**config.mk**
```make
export PLATFORM = sky130hd
export DESIGN_NAME = hicfg_regs
export DESIGN_NICKNAME = d
export VERILOG_FILES = /design/src/rtl/hicfg_event_flag.v /design/src/rtl/hicfg_regs.v
export VERILOG_INCLUDE_DIRS = /design/src /design/src/rtl
export SDC_FILE = /design/constraint.sdc
export NUM_CORES = 1
export LEC_CHECK = 0
export ABC_AREA = 1
export BUFFER_PORTS_ARGS = -buffer_cell sky130_fd_sc_hd__buf_2
export CAP_MARGIN = 20
export CORE_MARGIN = 8
export CORE_UTILIZATION = 49
export CTS_CLUSTER_DIAMETER = 60
export CTS_CLUSTER_SIZE = 16
export DETAILED_ROUTE_END_ITERATION = 12
export GPL_ROUTABILITY_DRIVEN = 0
export PLACE_DENSITY = 0.77
export SYNTH_ARGS = -nofsm -noshare
export SYNTH_HDL_FRONTEND = slang
export SYNTH_HIERARCHICAL = 1
export SYNTH_SLANG_ARGS = --single-unit
export TNS_END_PERCENT = 20
```
**constraint.sdc**
```tcl
create_clock -name clk -period 1.15 [get_ports clk]
set_clock_uncertainty 0.1 [all_clocks]
set_input_delay 0.23 -clock clk [delete_from_list [all_inputs] [get_ports clk]]
set_output_delay 0.23 -clock clk [all_outputs]
set_load 0.01 [all_outputs]
```
**src/rtl/hicfg_defines.vh**
```
`ifndef HICFG_DEFINES_VH
`define HICFG_DEFINES_VH

// register offsets on the configuration port
`define HICFG_OFS_STATUS      8'hE8
`define HICFG_OFS_MASK        8'hE9
`define HICFG_OFS_PORTABLE    8'hEE
`define HICFG_OFS_SENS3       8'hF4
`define HICFG_OFS_SENS21      8'hF5
`define HICFG_OFS_BOOST3      8'hF6

// status and mask bit positions
`define HICFG_BIT_SUMMARY     7
`define HICFG_BIT_SUSPEND     4
`define HICFG_BIT_CONFIGURED  3
`define HICFG_BIT_POWER       2

// portable configuration fields
`define HICFG_BIT_KEEP_CLOCK  7
`define HICFG_BIT_LEVEL_IND   6
`define HICFG_TOUT_HI         5
`define HICFG_TOUT_LO         4
`define HICFG_TOUT_95MS       2'h0

// squelch field positions
`define HICFG_SQ3_LO          0
`define HICFG_SQ2_LO          4
`define HICFG_SQ1_LO          0

// reset values
`define HICFG_RST_MASK        8'h00
`define HICFG_RST_PORTABLE    8'h00
`define HICFG_RST_SENS        8'h00
`define HICFG_RST_STATUS      8'h00

// configuration window
`define HICFG_CFG_WINDOW_MS   95

`endif

```
**src/rtl/hicfg_event_flag.v**
```verilog
`timescale 1ns/1ps
`include "hicfg_defines.vh"

// sticky event flag: set by hardware, cleared by writing 0
module hicfg_event_flag (
    input  wire clk,
    input  wire reset_n,
    input  wire event_pulse,
    input  wire clear_req,
    output reg  flag_q
);
    wire flag_d;

    // set wins over a clear landing in the same cycle
    assign flag_d = event_pulse | (flag_q & ~clear_req);

    always @(posedge clk or negedge reset_n) begin
        if (!reset_n) begin
            flag_q <= 1'b0;
        end else begin
            flag_q <= flag_d;
        end
    end
endmodule // hicfg_event_flag

```
**src/rtl/hicfg_regs.v**
```verilog
`timescale 1ns/1ps
`include "hicfg_defines.vh"

// Overview of operation
// - With the suspend enable set, entering suspend drives the interrupt pin low.
// - With the configured enable set, host configuration drives the interrupt pin low.
// - With the power update enable set, a port power update drives the interrupt pin low.
// - Mask bits 7:5 and 1:0 are reserved, read zero and do nothing.
// - The keep-clock bit holds the internal clock running in suspend, else gating is allowed.
// - With level indication set, the pin shows the suspend state as a level.
// - With level indication clear, the pin is the masked event interrupt.
// - The timeout select field at bits 5:4 is read-only and reads 00 for 95 ms.
// - The portable configuration register resets to zero.
// - Port 3 squelch level sits at bits 2:0 of its sensitivity register.
// - Port 2 squelch level sits at bits 6:4 of the paired sensitivity register.
// - The suspend flag sets on suspend entry and clears only on a written 0.
// - Writing 0 to the summary bit releases the pin high; writing 1 does nothing.
module hicfg_regs #(
    parameter SQ_W = 3
) (
    input  wire            clk,
    input  wire            reset_n,
    input  wire            cfg_wr,
    input  wire            cfg_rd,
    input  wire [7:0]      cfg_addr,
    input  wire [7:0]      cfg_wdata,
    output reg  [7:0]      cfg_rdata,
    input  wire            hub_suspended,
    input  wire            hub_configured_pulse,
    input  wire            port_power_update_pulse,
    output reg             int_n,
    output reg             keep_clock_in_suspend,
    output reg  [1:0]      config_timeout_select,
    output reg  [SQ_W-1:0] port3_squelch_level,
    output reg  [SQ_W-1:0] port2_squelch_level,
    output reg  [SQ_W-1:0] port1_squelch_level
);
    reg  [7:0] mask_q;
    reg  [7:0] portable_q;
    reg  [7:0] sens3_q;
    reg  [7:0] sens21_q;
    reg        susp_prev_q;
    reg        summary_q;
    reg  [7:0] rdata_d;
    wire       wr_status;
    wire       susp_entry;
    wire       flag_susp;
    wire       flag_cfg;
    wire       flag_pwr;
    wire       ev_any;
    wire       summary_d;
    wire       int_n_d;
    wire [2:0] ev_pulse;
    wire [2:0] ev_clear;
    wire [2:0] ev_flag;
    wire [2:0] ev_enable;
    wire       wr_mask;
    wire       wr_portable;
    wire       wr_sens3;
    wire       wr_sens21;
    wire       clr_summary;

    // event slots shared by the flag loop, the enables and the clear decode
    localparam EV_SUSP = 2;
    localparam EV_CFG  = 1;
    localparam EV_PWR  = 0;

    assign wr_status   = cfg_wr && (cfg_addr == `HICFG_OFS_STATUS);
    assign wr_mask     = cfg_wr && (cfg_addr == `HICFG_OFS_MASK);
    assign wr_portable = cfg_wr && (cfg_addr == `HICFG_OFS_PORTABLE);
    assign wr_sens3    = cfg_wr && (cfg_addr == `HICFG_OFS_SENS3);
    assign wr_sens21   = cfg_wr && (cfg_addr == `HICFG_OFS_SENS21);
    // the boost register and unmapped addresses decode to no write at all

    // suspend is a level; only its rising edge counts as an event
    assign susp_entry  = hub_suspended & ~susp_prev_q;

    assign ev_pulse[EV_SUSP]  = susp_entry;
    assign ev_pulse[EV_CFG]   = hub_configured_pulse;
    assign ev_pulse[EV_PWR]   = port_power_update_pulse;

    assign ev_enable[EV_SUSP] = mask_q[`HICFG_BIT_SUSPEND];
    assign ev_enable[EV_CFG]  = mask_q[`HICFG_BIT_CONFIGURED];
    assign ev_enable[EV_PWR]  = mask_q[`HICFG_BIT_POWER];

    // a written 0 clears a flag, a written 1 leaves it alone
    assign ev_clear[EV_SUSP]  = wr_status & ~cfg_wdata[`HICFG_BIT_SUSPEND];
    assign ev_clear[EV_CFG]   = wr_status & ~cfg_wdata[`HICFG_BIT_CONFIGURED];
    assign ev_clear[EV_PWR]   = wr_status & ~cfg_wdata[`HICFG_BIT_POWER];

    genvar gi;
    generate
        for (gi = 0; gi < 3; gi = gi + 1) begin : g_flag
            hicfg_event_flag u_flag (
                .clk         (clk),
                .reset_n     (reset_n),
                .event_pulse (ev_pulse[gi]),
                .clear_req   (ev_clear[gi]),
                .flag_q      (ev_flag[gi])
            );
        end
    endgenerate

    assign flag_susp = ev_flag[EV_SUSP];
    assign flag_cfg  = ev_flag[EV_CFG];
    assign flag_pwr  = ev_flag[EV_PWR];

    assign ev_any = |(ev_pulse & ev_enable);

    // summary released by a written 0, a written 1 does nothing
    assign clr_summary = wr_status & ~cfg_wdata[`HICFG_BIT_SUMMARY];

    // a fresh enabled event in the clearing cycle wins, so no event is lost
    assign summary_d   = ev_any | (summary_q & ~clr_summary);

    // pin role chosen by level indication bit
    assign int_n_d = portable_q[`HICFG_BIT_LEVEL_IND] ? ~hub_suspended : ~summary_d;

    // pin and edge history; the pin comes from a flop so decode glitches never reach it
    always @(posedge clk or negedge reset_n) begin
        if (!reset_n) begin
            susp_prev_q <= 1'b0;
            summary_q   <= 1'b0;
            int_n       <= 1'b1;
        end else begin
            susp_prev_q <= hub_suspended;
            summary_q   <= summary_d;
            int_n       <= int_n_d;
        end
    end

    always @(posedge clk or negedge reset_n) begin
        if (!reset_n) begin
            mask_q <= `HICFG_RST_MASK;
        end else if (wr_mask) begin
            mask_q <= cfg_wdata & 8'h1C;
        end
    end

    // timeout field is not writable; register resets to zero
    always @(posedge clk or negedge reset_n) begin
        if (!reset_n) begin
            portable_q <= `HICFG_RST_PORTABLE;
        end else if (wr_portable) begin
            portable_q <= cfg_wdata & 8'hC0;
        end
    end

    always @(posedge clk or negedge reset_n) begin
        if (!reset_n) begin
            sens3_q <= `HICFG_RST_SENS;
        end else if (wr_sens3) begin
            sens3_q <= cfg_wdata & 8'h07;
        end
    end

    always @(posedge clk or negedge reset_n) begin
        if (!reset_n) begin
            sens21_q <= `HICFG_RST_SENS;
        end else if (wr_sens21) begin
            sens21_q <= cfg_wdata & 8'h77;
        end
    end

    // read mux; reserved bits and unmapped addresses read zero
    always @* begin
        rdata_d = 8'h00;
        case (cfg_addr)
            `HICFG_OFS_STATUS: begin
                rdata_d[`HICFG_BIT_SUMMARY]    = summary_q;
                rdata_d[`HICFG_BIT_SUSPEND]    = flag_susp;
                rdata_d[`HICFG_BIT_CONFIGURED] = flag_cfg;
                rdata_d[`HICFG_BIT_POWER]      = flag_pwr;
            end
            `HICFG_OFS_MASK:     rdata_d = mask_q;
            `HICFG_OFS_PORTABLE: begin
                rdata_d = portable_q;
                rdata_d[`HICFG_TOUT_HI:`HICFG_TOUT_LO] = `HICFG_TOUT_95MS;
            end
            `HICFG_OFS_SENS3:    rdata_d = sens3_q;
            `HICFG_OFS_SENS21:   rdata_d = sens21_q;
            // drive boost stays reserved here: writes dropped, reads zero
            `HICFG_OFS_BOOST3:   rdata_d = 8'h00;
            default:             rdata_d = 8'h00;
        endcase
    end

    // read data stands one cycle and is zero otherwise, so no stale byte lingers
    always @(posedge clk or negedge reset_n) begin
        if (!reset_n) begin
            cfg_rdata <= 8'h00;
        end else begin
            cfg_rdata <= cfg_rd ? rdata_d : 8'h00;
        end
    end

    // config outputs from flops
    // the gate itself sits outside; this block only offers the keep request
    always @(posedge clk or negedge reset_n) begin
        if (!reset_n) begin
            keep_clock_in_suspend <= 1'b0;
            config_timeout_select <= `HICFG_TOUT_95MS;
            port3_squelch_level   <= {SQ_W{1'b0}};
            port2_squelch_level   <= {SQ_W{1'b0}};
            port1_squelch_level   <= {SQ_W{1'b0}};
        end else begin
            keep_clock_in_suspend <= portable_q[`HICFG_BIT_KEEP_CLOCK];
            config_timeout_select <= `HICFG_TOUT_95MS;
            port3_squelch_level   <= sens3_q[`HICFG_SQ3_LO +: SQ_W];
            port2_squelch_level   <= sens21_q[`HICFG_SQ2_LO +: SQ_W];
            port1_squelch_level   <= sens21_q[`HICFG_SQ1_LO +: SQ_W];
        end
    end
endmodule // hicfg_regs

```
* Word-level counts from Yosys, hierarchy flattened
Cells that the tools add are included.
** Word-level totals
- Bits in registers :: 38
- Output and inout port bits :: 21
- Logic and storage cells :: 57
** Operators by class
- Bitwise gates (word level) :: 25
- Equality and inequality tests :: 5
- Reduce and logical (&&, ||, !) cells :: 6
- Mux-type cells :: 6
** Operators by type and width (count)
- $eq 8x8->1 const B :: 5
- $pmux 3 s4 :: 1
- $not 1->1 :: 11
- $and 1x1->1 :: 9
- $mux 8 :: 1
- $pmux 2 s2 :: 2
- $logic_and 1x1->1 :: 5
- $or 1x1->1 :: 4
- $and 3x3->3 :: 1
- $reduce_or 3->1 :: 1
- $pmux 1 s2 :: 1
- $mux 1 :: 1

* Logic depth before layout (Yosys ltp)
- Depth after elaboration :: 8
- Mapped depth :: 9
- Gate-level depth less buffers :: 9

* By module
The synthesis kept the hierarchy.
** Modules (own cells, without submodules)
- hicfg_regs :: instances 1, cells an instance 161, area each 1470.2 sq um
- hicfg_event_flag :: instances 3, cells an instance 5, area each 40.0 sq um

* Least setup slack after synthesis
Ideal clock, no wire load.
- Kind :: input to register
- Start point :: input port cfg_addr[4]
- End point :: register portable_q[7]
- Arrival time :: 0.869 ns
- Setup time :: 0.119 ns
- Path buffers :: 0
- Stages on the path :: 7
- Slack :: 0.062 ns
- Cells stage by stage :: inv_1 nand2_1 nor2_4 nand2_2 nor2_2 nand2_1 o21a_1
** On the way
- Word-level cells in the longest chain between the ends :: 2
** Ends and longest elaborated chain
- start: declaration :: line hicfg_regs.v:25 : input wire [7:0] cfg_addr,
- $eq 8x8->1
- $logic_and 1x1->1 :: line hicfg_regs.v:70 : assign wr_portable = cfg_wr && (cfg_addr == `HICFG_OFS_PORTABLE);
- end signal: assignment :: line hicfg_regs.v:143 : portable_q <= `HICFG_RST_PORTABLE;
- end signal: assignment :: line hicfg_regs.v:145 : portable_q <= cfg_wdata & 8'hC0;
- end: declaration :: line hicfg_regs.v:39 : reg [7:0] portable_q;
No other way between the ends.
A chain may end at the register's enable or synchronous reset.

* Final worst setup path
- Start point :: register int_n
- End point :: output port int_n
** RTL lines
- start: declaration :: line hicfg_regs.v:31 : output reg int_n,
- start signal: assignment :: line hicfg_regs.v:128 : int_n <= int_n_d;
No word-level cell between the ends.

==> impl_table.tex <==
\begin{tabular}{lr}
\hline
Metric & Value \\
\hline
\multicolumn{2}{l}{\textbf{Critical path}} \\
\quad Slowest cell delay on critical path & 0.55 ns \\
\quad Critical Path End Type & primary output \\
\quad Critical-path cell with the highest stage delay & sky130\_fd\_sc\_hd\_\_dfstp\_2 \\
\quad Top Family by Delay on Critical Path & flip-flops \\
\quad Crit path buf inv count & 1 \\
\quad Crit path kind & reg -> out \\
\quad Crit path required time & 0.82 ns \\
\quad List of cells traversed by the critical path & buf\_6 \\
\quad Kind of start point of the critical path & register \\
\quad Highest fanout seen on the critical path & 1 \\
\quad Arrival time at the worst endpoint & 0.98 ns \\
\multicolumn{2}{l}{\textbf{Layout}} \\
\quad Number of nets in the final layout & 263 \\
\quad Register area & 952 um\^{}2 \\
\quad Number of fill cells in the layout & 271 \\
\quad Non-filler instance count after layout & 285 \\
\quad Area delta synth->final & 31.0\% \\
\quad Number of diodes & 0 \\
\quad Area occupied by multi-input gates & 529 um\^{}2 \\
\quad Fraction of layout instances using a drive strength above 1 & 0.320 \\
\quad Fin area & 0.00208 mm\^{}2 \\
\multicolumn{2}{l}{\textbf{Clocking}} \\
\quad Largest buffer count on any clock path & 2 \\
\quad Clock Tree Root & sky130\_fd\_sc\_hd\_\_clkbuf\_4 \\
\quad TritonCTS sink count & 38 \\
\quad CTS Buf Count & 5 \\
\quad Count of H-tree levels built during CTS & 2 \\
\quad Clock tree from TritonCTS & yes \\
\quad Clock-pin transition on the worst setup and hold timing paths & 0.12 ns \\
\quad Clock insertion delay at the later pin of the skew report & 0.34 ns \\
\multicolumn{2}{l}{\textbf{Synth}} \\
\quad Post-Syn Area & 0.00159 mm\^{}2 \\
\quad Synthesis-stage register bit count & 38 \\
\quad Count of warnings emitted by yosys & 6 \\
\quad Multiplexer fraction of the synthesized cell area & 0 \\
\quad Synth Instances & 176 \\
\quad Unique masters post-synth & 24 \\
\quad Top cell type by total area after synthesis & sky130\_fd\_sc\_hd\_\_dfrtp\_1 \\
\quad Simple logic cell fraction of the synthesized area & 0.275 \\
\quad Xor and xnor area share after synthesis & 0 \\
\quad Adder-cell share of the synthesized area & 0 \\
\quad Mapped Avg Cell Area & 9.04 um\^{}2 \\
\quad Dominant combinational cell family by area after synthesis & simple AND/OR/NAND/NOR gates \\
\quad Register area share after synthesis & 0.599 \\
\quad Largest cells by area after synthesis & sky130\_fd\_sc\_hd\_\_dfrtp\_1, sky130\_fd\_sc\_hd\_\_nand2\_1, sky130\_fd\_sc\_hd\_\_inv\_1 \\
\quad Area fraction in compound gates after synthesis & 0.0511 \\
\quad Portion of synthesized cell area occupied by the leading cell type & 0.582 \\
\multicolumn{2}{l}{\textbf{Global routing}} \\
\quad Remaining global-route overflow & 0 \\
\quad Overall global routing resource usage & 0.140 \\
\quad Wire length of the first global-routing pass & 5750 um \\
\quad Antenna violations before repair & 0 \\
\quad Number of global-route vias before repair & 1,292 \\
\quad Pin count of the biggest net entering global routing & 39 \\
\multicolumn{2}{l}{\textbf{Placed design}} \\
\quad Placed inst area & 0.00193 mm\^{}2 \\
\quad PortBufs & 41 \\
\quad Cell count after placement & 271 \\
\quad Post-detail-place hpwl & 2600 um \\
\quad Placement-stage worst setup slack & -0.134 ns \\
\multicolumn{2}{l}{\textbf{Power and ir drop}} \\
\quad Seq pwr share & 0.552 \\
\quad Leak & 0.00117 uW \\
\quad Design Power & 2570 uW \\
\quad Maximum vdd ir drop & 795 uV \\
\quad Sw frac & 0.239 \\
\quad Pint & 1960 uW \\
\quad Ratio of total power to cell area & 1230 mW/mm\^{}2 \\
\quad Switch Pwr & 614 uW \\
\quad Part of the power in combinational logic & 0.098 \\
\quad Clock Power Share & 0.350 \\
\multicolumn{2}{l}{\textbf{STA}} \\
\quad Clock period minus worst slack & 1.31 ns \\
\quad Number of slew-limit violations in the final report & 0 \\
\quad Maximum clock frequency & 761 MHz \\
\quad Final clock period utilization by the worst path & 1.14 \\
\quad Final Hold Viols & 0 \\
\quad Slack of the critical path & -0.163 ns \\
\quad Endpoints failing setup & 19 \\
\quad Setup\_tns & -0.618 ns \\
\quad Unrepaired setup endpoints after global routing & true \\
\multicolumn{2}{l}{\textbf{Die}} \\
\quad Height of the die & 73.0 um \\
\quad Initial cell density of the core & 0.517 \\
\quad Total number of placement rows & 20 \\
\quad Area of the die & 0.00532 mm\^{}2 \\
\quad Die W & 73.0 um \\
\quad Boundary pin count & 44 \\
\quad Placeable core region & 0.00308 mm\^{}2 \\
\multicolumn{2}{l}{\textbf{Drt}} \\
\quad DRC errors left & 0 \\
\quad Starting DRT DRC Count & 87 \\
\quad Post-DR wirelength/cell & 11.8 um \\
\quad 1st-pass router iterations & 4 \\
\quad Post-route ant nets & 0 \\
\quad Vias & 1,295 \\
\quad Detail-routed via count per cell & 4.54 \\
\quad Final WL & 3370 um \\
\multicolumn{2}{l}{\textbf{Run}} \\
\quad Number of violations of the max-capacitance limit & 0 \\
\multicolumn{2}{l}{\textbf{Run status}} \\
\quad Violated checks & setup timing \\
\quad Result of the run & complete, but fails checks \\
\multicolumn{2}{l}{\textbf{Worst hold path}} \\
\quad Type of the most critical hold path & in -> reg \\
\hline
\end{tabular}
[cell usage in the layout, fill, tap and decap left out, drive strengths merged, types with 2 or more instances in the layout]
cell,n
a21oi,3
buf,54
clkbuf,5
clkinvlp,2
conb,2
dfrtp,37
dlygate4sd3,6
inv,22
nand2,59
nand3,15
nand4,2
nor2,18
o21a,2
o21ai,8
[what timing repair did]
item	CTS	global route
endpoints found under the setup margin	19	20
setup buffers	0	0
resized for setup	1	1
hold buffers	6	0
hold endpoints to repair	44	0
[cell usage after synthesis (all sizes together)]
| cell type | instances |
|---|---|
| nor2 | 18 |
| inv | 22 |
| o21ai | 8 |
| nand2 | 59 |
| dfstp | 1 |
| nor3 | 1 |
| dfrtp | 37 |
| and2 | 1 |
| buf | 4 |
| nand3 | 15 |
| a21oi | 3 |
| o31ai | 1 |
| o21a | 2 |
| and3 | 1 |
| conb | 1 |
| nand4 | 2 |
[power by group through the flow]
stage	registers (uW)	clock network (uW)	logic, uW
after floorplan	1450	0	85.3
after global placement	1440	0	230
after detailed placement	1440	0	235
after CTS	1420	932	254
after global routing	1430	980	282
final	1420	900	252
[worst register-to-register path, stage by stage, from the launching register on]
cell and delay, ns:
sky130_fd_sc_hd__dfrtp_1 0.42, sky130_fd_sc_hd__nand2_1 0.06, sky130_fd_sc_hd__nand2_1 0.07, sky130_fd_sc_hd__a21oi_2 0.13, sky130_fd_sc_hd__nand3_1 0.10, sky130_fd_sc_hd__nand2_1 0.06
[per-layer routing]
layer	wire length [um]	track usage	vias up
met5	0	0	-
met4	55	0.0533	0
met3	184	0.0522	5
met2	1570	0.231	36
met1	1560	0.161	588
li1	-	-	666
[logic make-up (layout without fill, tap and decap cells)]
| family | count (synthesis) | count (layout) |
|---|---|---|
| simple gates | 97 | 97 |
| flops | 38 | 38 |
| buf+inv | 26 | 90 |
| compound gates | 14 | 14 |
| other cells | 1 | 2 |
[state kept, by name, indices dropped and copies added (netlist names)]
register,count
susp_prev_q,1
mask_q,3
cfg_rdata,8
summary_q,1
sens3_q,3
port3_squelch_level,3
sens21_q,6
int_n,1
portable_q,2
port2_squelch_level,3
g_flag.u_flag/flag_q,3
keep_clock_in_suspend,1
port1_squelch_level,3
[stage by stage]
stage                     hold WS (ns)   util
after global routing           0.00926  0.677
after CTS                      0.00665  0.676
after detailed placement         0.109  0.627
after global placement           0.108  0.627
final                           0.0298  0.677
after floorplan                 -0.166      -
[layout make-up]
type | count | area share
Clock buffer | 5 | 0.0180
Clock inverter | 3 | 0.0216
Inverter | 22 | 0.0396
Multi-Input combinational cell | 113 | 0.254
Sequential cell | 38 | 0.457
Tap cell | 44 | 0.0264
Timing Repair Buffer | 60 | 0.183
[final timing paths]
| check | startpoint | endpoint | slack (ns) | cells after the start |
|---|---|---|---|---|
| worst min-delay path | cfg_wdata[1] | sens21_q[1]$_DFFE_PN0P_ | 0.03 | 3 |
| worst max register to register | mask_q[3]$_DFFE_PN0P_ | int_n$_DFF_PN1_ | 0.16 | 5 |
| worst max-delay path | int_n$_DFF_PN1_ | int_n | -0.16 | 1 |
| min in group asynchronous | reset_n | cfg_rdata[1]$_DFF_PN0_ | 0.26 | 3 |
| worst min register to register | sens3_q[0]$_DFFE_PN0P_ | port3_squelch_level[0]$_DFF_PN0_ | 0.29 | 0 |
| max in group asynchronous | reset_n | int_n$_DFF_PN1_ | 0.43 | 3 |
Note: power is estimated with default switching activity, not from simulation.
